## src/pkg/temp_result_defs.vh

```
// Register offsets, field positions, reset values and timing for temp results
`ifndef TEMP_RESULT_DEFS_VH
`define TEMP_RESULT_DEFS_VH
`define A_R1_VAL 8'h25
`define A_LC_VAL 8'h26
`define A_R2_VAL 8'h27
`define A_PWM1_MAX 8'h38
`define A_PWM2_MAX 8'h39
`define A_PWM3_MAX 8'h3A
`define A_R1_LOW 8'h4E
`define A_R1_HIGH 8'h4F
`define A_LC_LOW 8'h50
`define A_LC_HIGH 8'h51
`define A_R2_LOW 8'h52
`define A_R2_HIGH 8'h53
`define A_FAN1_MIN_HI 8'h55
`define A_R1_OVT 8'h6A
`define A_LC_OVT 8'h6B
`define A_R2_OVT 8'h6C
`define A_HYST_A 8'h6D
`define A_HYST_B 8'h6E
`define A_R1_OFS 8'h70
`define A_LC_OFS 8'h71
`define A_R2_OFS 8'h72
`define A_CFG2 8'h73
`define A_FRAC 8'h77
`define A_CFG3 8'h78
`define A_CFG5 8'h7C
// Field positions
`define CFG2_AVG_OFF 4
`define CFG2_SINGLE 6
`define CFG3_BOOST_DIS 2
`define CFG5_COMPAT 1
// Reset values
`define RST_LOW_LIM 8'h01
`define RST_HIGH_LIM 8'h7F
`define RST_OVT_LIM 8'h64
`define RST_HYST 8'h44
`define RST_MAX_DUTY 8'hFF
`define RST_ZERO 8'h00
// Channel select codes in the fan1 minimum high byte
`define SEL_R1 3'h5
`define SEL_LC 3'h6
`define SEL_R2 3'h7
// Codes
`define FAULT_COMPAT 8'h80
`define FAULT_EXT 8'h00
`define COMPAT_MAX 8'h7F
`define COMPAT_MIN_LIM 8'hC1
// Conversion times in microseconds, clock rate in MHz and averaging sample count
`define T_REM_AVG_US 39000
`define T_LC_AVG_US 12000
`define T_REM_FAST_US 7000
`define T_LC_FAST_US 1300
`define T_VOLT_AVG_US 11000
`define T_VOLT_FAST_US 700
`define CLK_MHZ 250
`define AVG_SAMPLES 16
`endif
```

## src/design/temp_result_proc.v

```verilog
// Temperature result processing: offset, format, freeze, limits and boost
`timescale 1ns/1ns
`default_nettype none
`include "temp_result_defs.vh"
// What this block does
// RULE1: Per-channel offset registers for remote 1, local and remote 2.
// RULE2: Offset is signed 8-bit, half-degree steps, plus or minus 64 degrees.
// RULE3: Compatibility bit stores two's complement, clamped -64 to +127.
// RULE4: In compatibility mode limits below -63 are clamped to -63.
// RULE5: Diode fault reads 0x80 in compatibility mode, 0x00 otherwise.
// RULE6: Integer results sit at 0x25, 0x26, 0x27 in channel order.
// RULE7: Fraction register holds remote 2, local, remote 1 quarter bits.
// RULE8: Fraction read freezes value registers until all three are read.
// RULE9: Host reads fraction first, then all value registers.
// RULE10: Integer-only reads allowed any time, any order.
// RULE11: High and low limit per channel set the channel status bit.
// RULE12: Averaging takes sixteen readings and averages them.
// RULE13: Averaging-off bit stores a single conversion.
// RULE14: Unaveraged times: remote 7 ms, local 1.3 ms.
// RULE15: Averaged times: remote 39 ms, local 12 ms.
// RULE16: Single-channel bit repeats one selected channel.
// RULE17: Select codes 101 remote 1, 110 local, 111 remote 2.
// RULE18: Overtemperature in auto fan mode forces maximum duty.
// RULE19: Force holds until below limit minus hysteresis, default 4.
// RULE20: Boost-disable bit inhibits the forced maximum duty.
// RULE21: Extended range encodes with offset 64.
// RULE22: High violation is greater than; low is less or equal.
// RULE23: Channels convert round robin, updating unless frozen.
module temp_result_proc #(
  parameter T_REM_AVG = `T_REM_AVG_US * `CLK_MHZ,
  parameter T_LC_AVG = `T_LC_AVG_US * `CLK_MHZ,
  parameter T_REM_FAST = `T_REM_FAST_US * `CLK_MHZ,
  parameter T_LC_FAST = `T_LC_FAST_US * `CLK_MHZ
) (
  input wire mclk,
  input wire arst_n,
  input wire [7:0] reg_addr,
  input wire [7:0] reg_wdata,
  input wire reg_wr,
  input wire reg_rd,
  output reg [7:0] reg_rdata,
  output reg [1:0] adc_chan,
  input wire adc_valid,
  input wire [9:0] adc_data,
  input wire adc_fault,
  input wire auto_fan_mode,
  output reg [2:0] temp_status,
  output wire force_max_duty,
  output wire [7:0] pwm1_max,
  output wire [7:0] pwm2_max,
  output wire [7:0] pwm3_max,
  output wire frozen
);
  // Value registers and their fraction pairs
  reg [7:0] val_r [0:2];
  reg [1:0] frac_r [0:2];
  reg [7:0] low_r [0:2];
  reg [7:0] high_r [0:2];
  reg [7:0] ovt_r [0:2];
  reg [7:0] ofs_r [0:2];
  reg [7:0] duty_r [0:2];
  reg [7:0] hyst_a_r;
  reg [7:0] hyst_b_r;
  reg [7:0] fan_sel_r;
  reg [7:0] cfg2_r;
  reg [7:0] cfg3_r;
  reg [7:0] cfg5_r;
  reg freeze_r;
  reg [2:0] seen_r;
  reg [2:0] boost_r;
  reg [23:0] tmr_r;
  reg [13:0] acc_r;
  reg [4:0] cnt_r;
  reg [9:0] last_r;
  reg fault_r;
  integer i;
  integer k;

  wire compat = cfg5_r[`CFG5_COMPAT];
  wire avg_off = cfg2_r[`CFG2_AVG_OFF];
  wire single = cfg2_r[`CFG2_SINGLE];

  // Sign or zero extension for comparisons
  function [9:0] ext10;
    input [7:0] v;
    input sgn;
    begin
      ext10 = sgn ? {{2{v[7]}}, v} : {2'b00, v};
    end
  endfunction

  // Greater-than in the active number format
  function gt8;
    input [7:0] a;
    input [7:0] b;
    input sgn;
    begin
      gt8 = $signed(ext10(a, sgn)) > $signed(ext10(b, sgn));
    end
  endfunction

  // Below limit minus hysteresis in the active number format
  function below_hyst;
    input [7:0] t;
    input [7:0] lim;
    input [3:0] h;
    input sgn;
    begin
      below_hyst = $signed(ext10(t, sgn)) <
        ($signed(ext10(lim, sgn)) - $signed({6'b000000, h}));
    end
  endfunction

  // Limit clamp applied at write time in compatibility mode
  function [7:0] lim_in;
    input [7:0] d;
    input sgn;
    begin
      if (sgn && $signed(d) < $signed(`COMPAT_MIN_LIM))
        lim_in = `COMPAT_MIN_LIM; // RULE4
      else
        lim_in = d;
    end
  endfunction

  // Hysteresis nibble for a channel
  function [3:0] hyst_of;
    input [1:0] ch;
    input [7:0] ha;
    input [7:0] hb;
    begin
      case (ch)
        2'd0: hyst_of = ha[7:4];
        2'd1: hyst_of = ha[3:0];
        default: hyst_of = hb[7:4];
      endcase
    end
  endfunction

  // Slot length by channel and averaging
  reg [23:0] slot_len;
  always @* begin
    if (adc_chan == 2'd1)
      slot_len = avg_off ? T_LC_FAST[23:0] : T_LC_AVG[23:0]; // RULE14 RULE15
    else
      slot_len = avg_off ? T_REM_FAST[23:0] : T_REM_AVG[23:0]; // RULE14 RULE15
  end
  wire slot_end = (tmr_r >= slot_len - 24'd1);

  // Channel picked in single mode
  reg [1:0] sel_ch;
  always @* begin
    case (fan_sel_r[7:5])
      `SEL_R1: sel_ch = 2'd0; // RULE17
      `SEL_LC: sel_ch = 2'd1; // RULE17
      `SEL_R2: sel_ch = 2'd2; // RULE17
      default: sel_ch = 2'd0;
    endcase
  end

  // Next channel: round robin or fixed
  reg [1:0] next_ch;
  always @* begin
    if (single)
      next_ch = sel_ch; // RULE16
    else if (adc_chan == 2'd2)
      next_ch = 2'd0; // RULE23
    else
      next_ch = adc_chan + 2'd1; // RULE23
  end

  // Raw result: average of sixteen or single reading
  wire [9:0] raw = avg_off ? last_r : acc_r[13:4]; // RULE12 RULE13

  // Offset in quarter degrees added to the raw reading
  reg [7:0] cur_ofs;
  reg [11:0] sum;
  reg [9:0] adj;
  reg [7:0] new_val;
  reg [1:0] new_frac;
  always @* begin
    cur_ofs = ofs_r[adc_chan];
    sum = {2'b00, raw} + {{3{cur_ofs[7]}}, cur_ofs, 1'b0}; // RULE1 RULE2
    if (sum[11])
      adj = 10'h000;
    else if (sum[10])
      adj = 10'h3FF;
    else
      adj = sum[9:0];
    new_frac = adj[1:0]; // RULE7
    if (fault_r) begin
      new_val = compat ? `FAULT_COMPAT : `FAULT_EXT; // RULE5
      new_frac = 2'b00;
    end else if (!compat) begin
      new_val = adj[9:2]; // RULE21
    end else if (adj[9:2] > 8'hBF) begin
      new_val = `COMPAT_MAX; // RULE3
      new_frac = 2'b00;
    end else begin
      new_val = adj[9:2] - 8'h40; // RULE3
    end
  end

  // Limit tests on the fresh result
  wire [1:0] c = adc_chan;
  wire hi_hit = gt8(new_val, high_r[c], compat); // RULE22
  wire lo_hit = !gt8(new_val, low_r[c], compat); // RULE22
  wire ovt_hit = gt8(new_val, ovt_r[c], compat);
  wire ovt_clr = below_hyst(new_val, ovt_r[c],
    hyst_of(c, hyst_a_r, hyst_b_r), compat);

  // Conversion sequencer, sample accumulation and result store
  always @(posedge mclk or negedge arst_n) begin
    if (!arst_n) begin
      adc_chan <= 2'd0;
      tmr_r <= 24'd0;
      acc_r <= 14'd0;
      cnt_r <= 5'd0;
      last_r <= 10'd0;
      fault_r <= 1'b0;
      temp_status <= 3'b000;
      boost_r <= 3'b000;
      for (i = 0; i < 3; i = i + 1) begin
        val_r[i] <= `RST_ZERO;
        frac_r[i] <= 2'b00;
      end
    end else if (slot_end) begin
      tmr_r <= 24'd0;
      acc_r <= 14'd0;
      cnt_r <= 5'd0;
      fault_r <= 1'b0;
      adc_chan <= next_ch;
      if (!freeze_r) begin
        val_r[c] <= new_val; // RULE6 RULE23 RULE8
        frac_r[c] <= new_frac; // RULE7
      end
      temp_status[c] <= hi_hit | lo_hit; // RULE11
      if (!fault_r) begin
        if (ovt_hit)
          boost_r[c] <= 1'b1; // RULE18
        else if (ovt_clr)
          boost_r[c] <= 1'b0; // RULE19
      end
    end else begin
      tmr_r <= tmr_r + 24'd1;
      if (adc_valid) begin
        last_r <= adc_data;
        if (adc_fault)
          fault_r <= 1'b1;
        if (cnt_r < `AVG_SAMPLES) begin
          acc_r <= acc_r + {4'h0, adc_data}; // RULE12
          cnt_r <= cnt_r + 5'd1;
        end
      end
    end
  end

  // Boost output gated by auto mode and the disable bit
  assign force_max_duty = auto_fan_mode & ~cfg3_r[`CFG3_BOOST_DIS] &
    (|boost_r); // RULE18 RULE20
  assign pwm1_max = duty_r[0];
  assign pwm2_max = duty_r[1];
  assign pwm3_max = duty_r[2];
  assign frozen = freeze_r;

  // Read hits on value registers
  reg [2:0] val_hit;
  always @* begin
    val_hit = 3'b000;
    if (reg_rd) begin
      val_hit[0] = (reg_addr == `A_R1_VAL);
      val_hit[1] = (reg_addr == `A_LC_VAL);
      val_hit[2] = (reg_addr == `A_R2_VAL);
    end
  end

  // Freeze control: fraction read starts, all three value reads end it
  always @(posedge mclk or negedge arst_n) begin
    if (!arst_n) begin
      freeze_r <= 1'b0;
      seen_r <= 3'b000;
    end else if (reg_rd && reg_addr == `A_FRAC) begin
      freeze_r <= 1'b1; // RULE8
      seen_r <= 3'b000;
    end else if (freeze_r) begin
      if ((seen_r | val_hit) == 3'b111) begin
        freeze_r <= 1'b0; // RULE8 RULE9
        seen_r <= 3'b000;
      end else begin
        seen_r <= seen_r | val_hit;
      end
    end
  end

  // Register writes
  always @(posedge mclk or negedge arst_n) begin
    if (!arst_n) begin
      for (k = 0; k < 3; k = k + 1) begin
        low_r[k] <= `RST_LOW_LIM;
        high_r[k] <= `RST_HIGH_LIM;
        ovt_r[k] <= `RST_OVT_LIM;
        ofs_r[k] <= `RST_ZERO;
        duty_r[k] <= `RST_MAX_DUTY;
      end
      hyst_a_r <= `RST_HYST;
      hyst_b_r <= `RST_HYST;
      fan_sel_r <= `RST_ZERO;
      cfg2_r <= `RST_ZERO;
      cfg3_r <= `RST_ZERO;
      cfg5_r <= `RST_ZERO;
    end else if (reg_wr) begin
      case (reg_addr)
        `A_PWM1_MAX: duty_r[0] <= reg_wdata;
        `A_PWM2_MAX: duty_r[1] <= reg_wdata;
        `A_PWM3_MAX: duty_r[2] <= reg_wdata;
        `A_R1_LOW: low_r[0] <= lim_in(reg_wdata, compat); // RULE4
        `A_R1_HIGH: high_r[0] <= lim_in(reg_wdata, compat);
        `A_LC_LOW: low_r[1] <= lim_in(reg_wdata, compat);
        `A_LC_HIGH: high_r[1] <= lim_in(reg_wdata, compat);
        `A_R2_LOW: low_r[2] <= lim_in(reg_wdata, compat);
        `A_R2_HIGH: high_r[2] <= lim_in(reg_wdata, compat);
        `A_FAN1_MIN_HI: fan_sel_r <= reg_wdata;
        `A_R1_OVT: ovt_r[0] <= lim_in(reg_wdata, compat);
        `A_LC_OVT: ovt_r[1] <= lim_in(reg_wdata, compat);
        `A_R2_OVT: ovt_r[2] <= lim_in(reg_wdata, compat);
        `A_HYST_A: hyst_a_r <= reg_wdata;
        `A_HYST_B: hyst_b_r <= reg_wdata;
        `A_R1_OFS: ofs_r[0] <= reg_wdata; // RULE1
        `A_LC_OFS: ofs_r[1] <= reg_wdata; // RULE1
        `A_R2_OFS: ofs_r[2] <= reg_wdata; // RULE1
        `A_CFG2: cfg2_r <= reg_wdata;
        `A_CFG3: cfg3_r <= reg_wdata;
        `A_CFG5: cfg5_r <= reg_wdata;
        default: ;
      endcase
    end
  end

  // Read data, one cycle after the read strobe
  reg [7:0] rd_nxt;
  always @* begin
    case (reg_addr)
      `A_R1_VAL: rd_nxt = val_r[0]; // RULE6 RULE10
      `A_LC_VAL: rd_nxt = val_r[1]; // RULE6 RULE10
      `A_R2_VAL: rd_nxt = val_r[2]; // RULE6 RULE10
      `A_PWM1_MAX: rd_nxt = duty_r[0];
      `A_PWM2_MAX: rd_nxt = duty_r[1];
      `A_PWM3_MAX: rd_nxt = duty_r[2];
      `A_R1_LOW: rd_nxt = low_r[0];
      `A_R1_HIGH: rd_nxt = high_r[0];
      `A_LC_LOW: rd_nxt = low_r[1];
      `A_LC_HIGH: rd_nxt = high_r[1];
      `A_R2_LOW: rd_nxt = low_r[2];
      `A_R2_HIGH: rd_nxt = high_r[2];
      `A_FAN1_MIN_HI: rd_nxt = fan_sel_r;
      `A_R1_OVT: rd_nxt = ovt_r[0];
      `A_LC_OVT: rd_nxt = ovt_r[1];
      `A_R2_OVT: rd_nxt = ovt_r[2];
      `A_HYST_A: rd_nxt = hyst_a_r;
      `A_HYST_B: rd_nxt = hyst_b_r;
      `A_R1_OFS: rd_nxt = ofs_r[0];
      `A_LC_OFS: rd_nxt = ofs_r[1];
      `A_R2_OFS: rd_nxt = ofs_r[2];
      `A_CFG2: rd_nxt = cfg2_r;
      `A_FRAC: rd_nxt = {frac_r[2], frac_r[1], frac_r[0], 2'b00}; // RULE7
      `A_CFG3: rd_nxt = cfg3_r;
      `A_CFG5: rd_nxt = cfg5_r;
      default: rd_nxt = 8'h00;
    endcase
  end

  always @(posedge mclk or negedge arst_n) begin
    if (!arst_n)
      reg_rdata <= 8'h00;
    else if (reg_rd)
      reg_rdata <= rd_nxt;
  end
endmodule
`default_nettype wire

```

## config.mk

```make
export PLATFORM = sky130hd
export DESIGN_NAME = temp_result_proc
export DESIGN_NICKNAME = d
export VERILOG_FILES = /design/src/design/temp_result_proc.v
export VERILOG_INCLUDE_DIRS = /design/src /design/src/pkg
export SDC_FILE = /design/constraint.sdc
export NUM_CORES = 1
export LEC_CHECK = 0
export ABC_AREA = 0
export BUFFER_PORTS_ARGS = -buffer_cell sky130_fd_sc_hd__buf_2
export CAP_MARGIN = 0
export CORE_MARGIN = 5
export CORE_UTILIZATION = 54
export CTS_BUF_LIST = sky130_fd_sc_hd__clkbuf_4 sky130_fd_sc_hd__clkbuf_8
export DETAILED_ROUTE_END_ITERATION = 10
export PLACE_DENSITY = 0.69
export SLEW_MARGIN = 20
export SYNTH_ARGS = -nofsm -noshare
export SYNTH_HDL_FRONTEND = slang
export SYNTH_SLANG_ARGS = --single-unit
```

## constraint.sdc

```tcl
create_clock -name mclk -period 11.81 [get_ports mclk]
set_input_delay 1.181 -clock mclk [delete_from_list [all_inputs] [get_ports mclk]]
set_output_delay 1.181 -clock mclk [all_outputs]
set_load 0.02 [all_outputs]
```

# Word-level counts from Yosys, hierarchy flattened
# Index checks and enable logic that the tools add are counted.
# totals
reg_bits	272
latch_bits	0
ram_bits	0
mem_bits_ro	0
input_bits	33
output_inout_bits	39
word_cells	201
mem_count	0
# classes
n_addsub	8
mul	0
div_mod_pow	0
n_lt_le_gt_ge	12
n_eq_ne	30
shift	0
n_mux	63
n_bitwise	12
reduce_logical	38
# op_table
op	n
one-hot mux 8 bit (25 select lines)	1
== test 8 x 7 -> 1 bit (second input constant)	19
two-way mux 8 bit	14
two-way mux 24 bit	3
two-way mux 10 bit	7
binary-select mux 8 bit (select 2 bit)	4
AND reduction 2 bit	25
== test 8 x 6 -> 1 bit (second input constant)	6
two-way mux 14 bit	3
> comparator 10 bit	3
adder 24 x 1 -> 24 bit (second input constant)	1
bitwise mux 24 bit	1
>= comparator 24 bit	1
subtractor 24 x 1 -> 24 bit (second input constant)	1
two-way mux 22 bit	1
two-way mux 3 bit	6
demux 8 bit (select 2 bit)	1
two-way mux 5 bit	3
adder 14 x 10 -> 14 bit	1
adder 11 x 9 -> 12 bit	1
two-way mux 2 bit	6
< comparator 10 bit	1
nonzero test 2 bit	5
subtractor 10 x 5 -> 10 bit	1
32 further kinds	48

# Depth between registers and ports, before layout
# logic_depth
depth_word	16
ltp_mapped	25
depth_no_buf	22

# Worst setup path before layout
# No wires, ideal clock.
# synth_path
kind	flip-flop to flip-flop
start	reg adc_chan[1]
end	reg with a tool-made name
setup_time_ns	0.129
arrival_ns	5.741
t_required_ns	11.681
path_slack_ns	5.940
stages_incl_launch_ff	23
path_buffers	3
synth_period_minus_slack_ns	5.870
path_cell_list	dfrtp_1 > buf_6 > clkbuf_1 > clkbuf_1 > mux2i_1 > o21ai_0 > ha_1 > fa_1 > a211oi_2 > o211ai_1 > a31oi_2 > xnor2_2 > nand2b_1 > o31ai_2 > ha_1 > a21o_1 > a21o_1 > a21o_1 > a2111oi_0 > o21ai_0 > or3_1 > o2111ai_1 > o21ai_0
# synth_rtl
item	line	rtl
start: declaration	temp_result_proc.v:42	output reg [1:0] adc_chan,
start signal: assignment	temp_result_proc.v:232	adc_chan <= next_ch;

==> impl_metrics.yaml <==
yosys:
  ys_ff_latch: 272
  ys_seq_area_share_pct: 44.2
  synth_async_sr_flop_share_pct: 100
  synth_fa_ha_area_share_pct: 7.21
  synth_edf_count: 0
  synthesis.nets: 1620
  syn_area_sq_um: 15600
  synth_mux_area_share_pct: 15.3
  ys_types: 81
  synth_area_per_cell_sq_um: 10.4
  synthXorXnorAreaFrac_pct: 2.80
  ys.flop_type: "dfrtp_1"
  synth-warning-count: 0
  synth_top_family_by_area: "multiplexers"
  synthSimpleGateAreaFrac_pct: 13.3
  synth-compound-area-share_pct: 14.3
  synthCells: 1499
setup_path:
  crit_buf_inv: 2
  cp_slowest_cell: "o31ai_2"
  path_delay_family: "compound AO/OA/AOI/OAI gates"
  crit_chain: "buf_4, nand2b_4, inv_4, nand2_1, o21ai_0, ha_1, fa_1, a211oi_2, o211ai_1, a31oi_2, xnor2_2, nand2b_1, o31ai_2, ha_1, a21o_1, a21o_1, a21o_1, a2111oi_0, o21ai_0, or3_1, o2111ai_1, o21ai_0"
  critPathMaxFanout: 47
  r2r_slack_ns: 5.29
  cp.required_ns: 12.23
  startpoint_type: "flip-flop"
  cp-startpoint: "adc_chan[1]"
  r2r_cells: 22
  critPathKind: "reg -> reg"
  end_kind: "flip-flop"
  critPathMaxStageDelay_ns: 0.65
  r2r_start: "adc_chan[1]"
  cp.arrival_ns: 6.94
floorplan:
  die_h_um: 180
  start_util_pct: 54.4
  boundaryPins: 72
  coreArea_sq_um: 28600
  die_w_um: 180
  dieArea_sq_um: 32300
  rows: 62
global_routing:
  grt_max_degree: 128
  grt_usage_pct: 30.1
  grt_pass1_wl_mm: 76.3
  grt_pass1_vias: 12500
  grt_remaining_overflow: 0
  grt_antenna_before_repair: 0
routing:
  drtAntennaViolNets: 0
  dr.pass1.iters: 5
  viasPerCell: 6.30
  vias: 12500
  drc_errors: 0
  drtIter0Drc: 1452
  routed_wl_mm: 49.9
  wl_per_cell_um: 25.1
layout:
  design_area_sq_um: 17300
  fin_cells: 1989
  diodes: 0
  final_cell_mix: "210 x dfrtp_1, 148 x mux2_2, 136 x nand2_1"
  final_common_cell: "dfrtp_1"
  drive_gt1_share_pct: 26.7
  area_growth_pct: 11.3
  nNetsFinal: 1690
sta:
  hold_viol: 0
  period_share_pct: 55.2
  fin_skew_ns: 0.0505
  setup_tns_ns: 0
  worst_pin_slew_ns: 1.16
  setup_viol: 0
  fmax_mhz: 153
  max_slew_margin_pct: 21.7
  fin_crit_ns: 6.52
  slew_violations: 0
  worst_slack_ns: 5.29
  grt_setup_unrepaired: "no"
placement:
  hpwl_mm: 36.0
  dpl_cell_area_sq_um: 16300
  io_buffers: 71
  place_ws_ns: 5.45
  gp_congestion: 1.00
  placed_cells: 1905
clock_tree:
  clk_root_buffer_cell: "clkbuf_8"
  ctsHoldBuffers: 0
  tritoncts: "built"
  clk_pin_slew_ns: 0.07
  clk_latency_ns: 0.60
  cts_sinks: 272
  cts_setup_buffers: 0
  cts_buffer_depth: 3
  cts_buffers: 46
  htreeDepth: 2
  cts_resized: 0
run:
  drv_cap: 0
run_status:
  status: "finished, final reports clean"
power:
  leakagePower_nw: 8.09
  power.density_nw_per_um2: 142
  vdd_ir_drop_max_mv: 0.0875
worst_hold_path:
  hold_class: "reg -> reg"
  hold-path-cell-count: 1
  hp-start: "tmr_r[0]"
  hold_end: "tmr_r[0]"
-- how the worst max path moves through the flow --
| stage | cells after the start | slack (ns) | endpoint |
|---|---|---|---|
| floorplan | 22 | 5.94 | flip-flop |
| global placement | 22 | 5.64 | flip-flop |
| detailed placement | 22 | 5.45 | flip-flop |
| CTS | 22 | 5.37 | flip-flop |
| global route | 22 | 4.97 | flip-flop |
| finish | 22 | 5.29 | flip-flop |
-- flip-flops by register name, summed over array words and instances (netlist names), 10 cells and up, named ones only --
signal	flops
ovt_r	24
val_r	24
tmr_r	24
acc_r	14
last_r	10
low_r	24
high_r	24
ofs_r	24
-- layout make-up --
cell class / instances / area, sq um
clock buffer: 77 / 1010
clock inverter: 7 / 73.8
fill: 2377 / 11300
inverter: 47 / 181
multi-input combinational: 1119 / 8250
sequential: 272 / 6880
tap: 384 / 480
timing repair buffer: 83 / 455
-- through the flow --
| stage | hold slack, ns | utilization, % | total power [mW] |
|---|---|---|---|
| floorplan | 0.454 | - | 1.37 |
| global placement | 0.474 | 56.8 | 1.49 |
| detailed placement | 0.481 | 56.8 | 1.51 |
| CTS | 0.490 | 60.6 | 2.48 |
| global route | 0.507 | 60.6 | 2.58 |
| finish | 0.488 | 60.6 | 2.47 |
-- logic make-up after synthesis --
logic type                 after synthesis
muxes                                  217
AOI/OAI and AO/OA                      342
adders and majority gates               88
DFF                                    272
xor gates and xnor gates                48
other                                    1
buffers and inverters                  108
and+or+nand+nor                        423
-- layer usage --
layer  up-vias  global-route usage (%)  share of wire [%]
li1       5629                       -                  -
met1      6173                    41.8                 42
met2       590                    47.7                 45
met3       132                    5.72                8.5
met4         0                    10.4                4.1
met5         -                       0                  0
-- report_power, final --
| group | switching [mW] | internal, mW | total (mW) | leakage (nW) |
|---|---|---|---|---|
| registers | 0.0652 | 1.01 | 1.07 | 3.41 |
| clock network | 0.406 | 0.562 | 0.968 | 0.570 |
| logic | 0.250 | 0.179 | 0.429 | 4.11 |
-- Yosys cell counts, drive strengths merged (15+ instances only) --
library cell | instances | share of area (%)
a21oi | 79 | 2.6
xor2 | 24 | 1.3
a22oi | 44 | 2.1
nor2 | 114 | 3.0
mux2 | 154 | 11
clkbuf | 36 | 0.87
nand3 | 30 | 0.96
dfstp | 61 | 10
buf | 25 | 0.90
o21ai | 112 | 3.6
xnor2 | 24 | 1.4
mux2i | 63 | 4.1
nand4 | 28 | 1.1
inv | 47 | 1.2
nand2 | 138 | 3.4
and3 | 15 | 0.60
ha | 85 | 6.8
nor3 | 30 | 1.2
dfrtp | 211 | 34
Power figures use the tool's default switching activity.
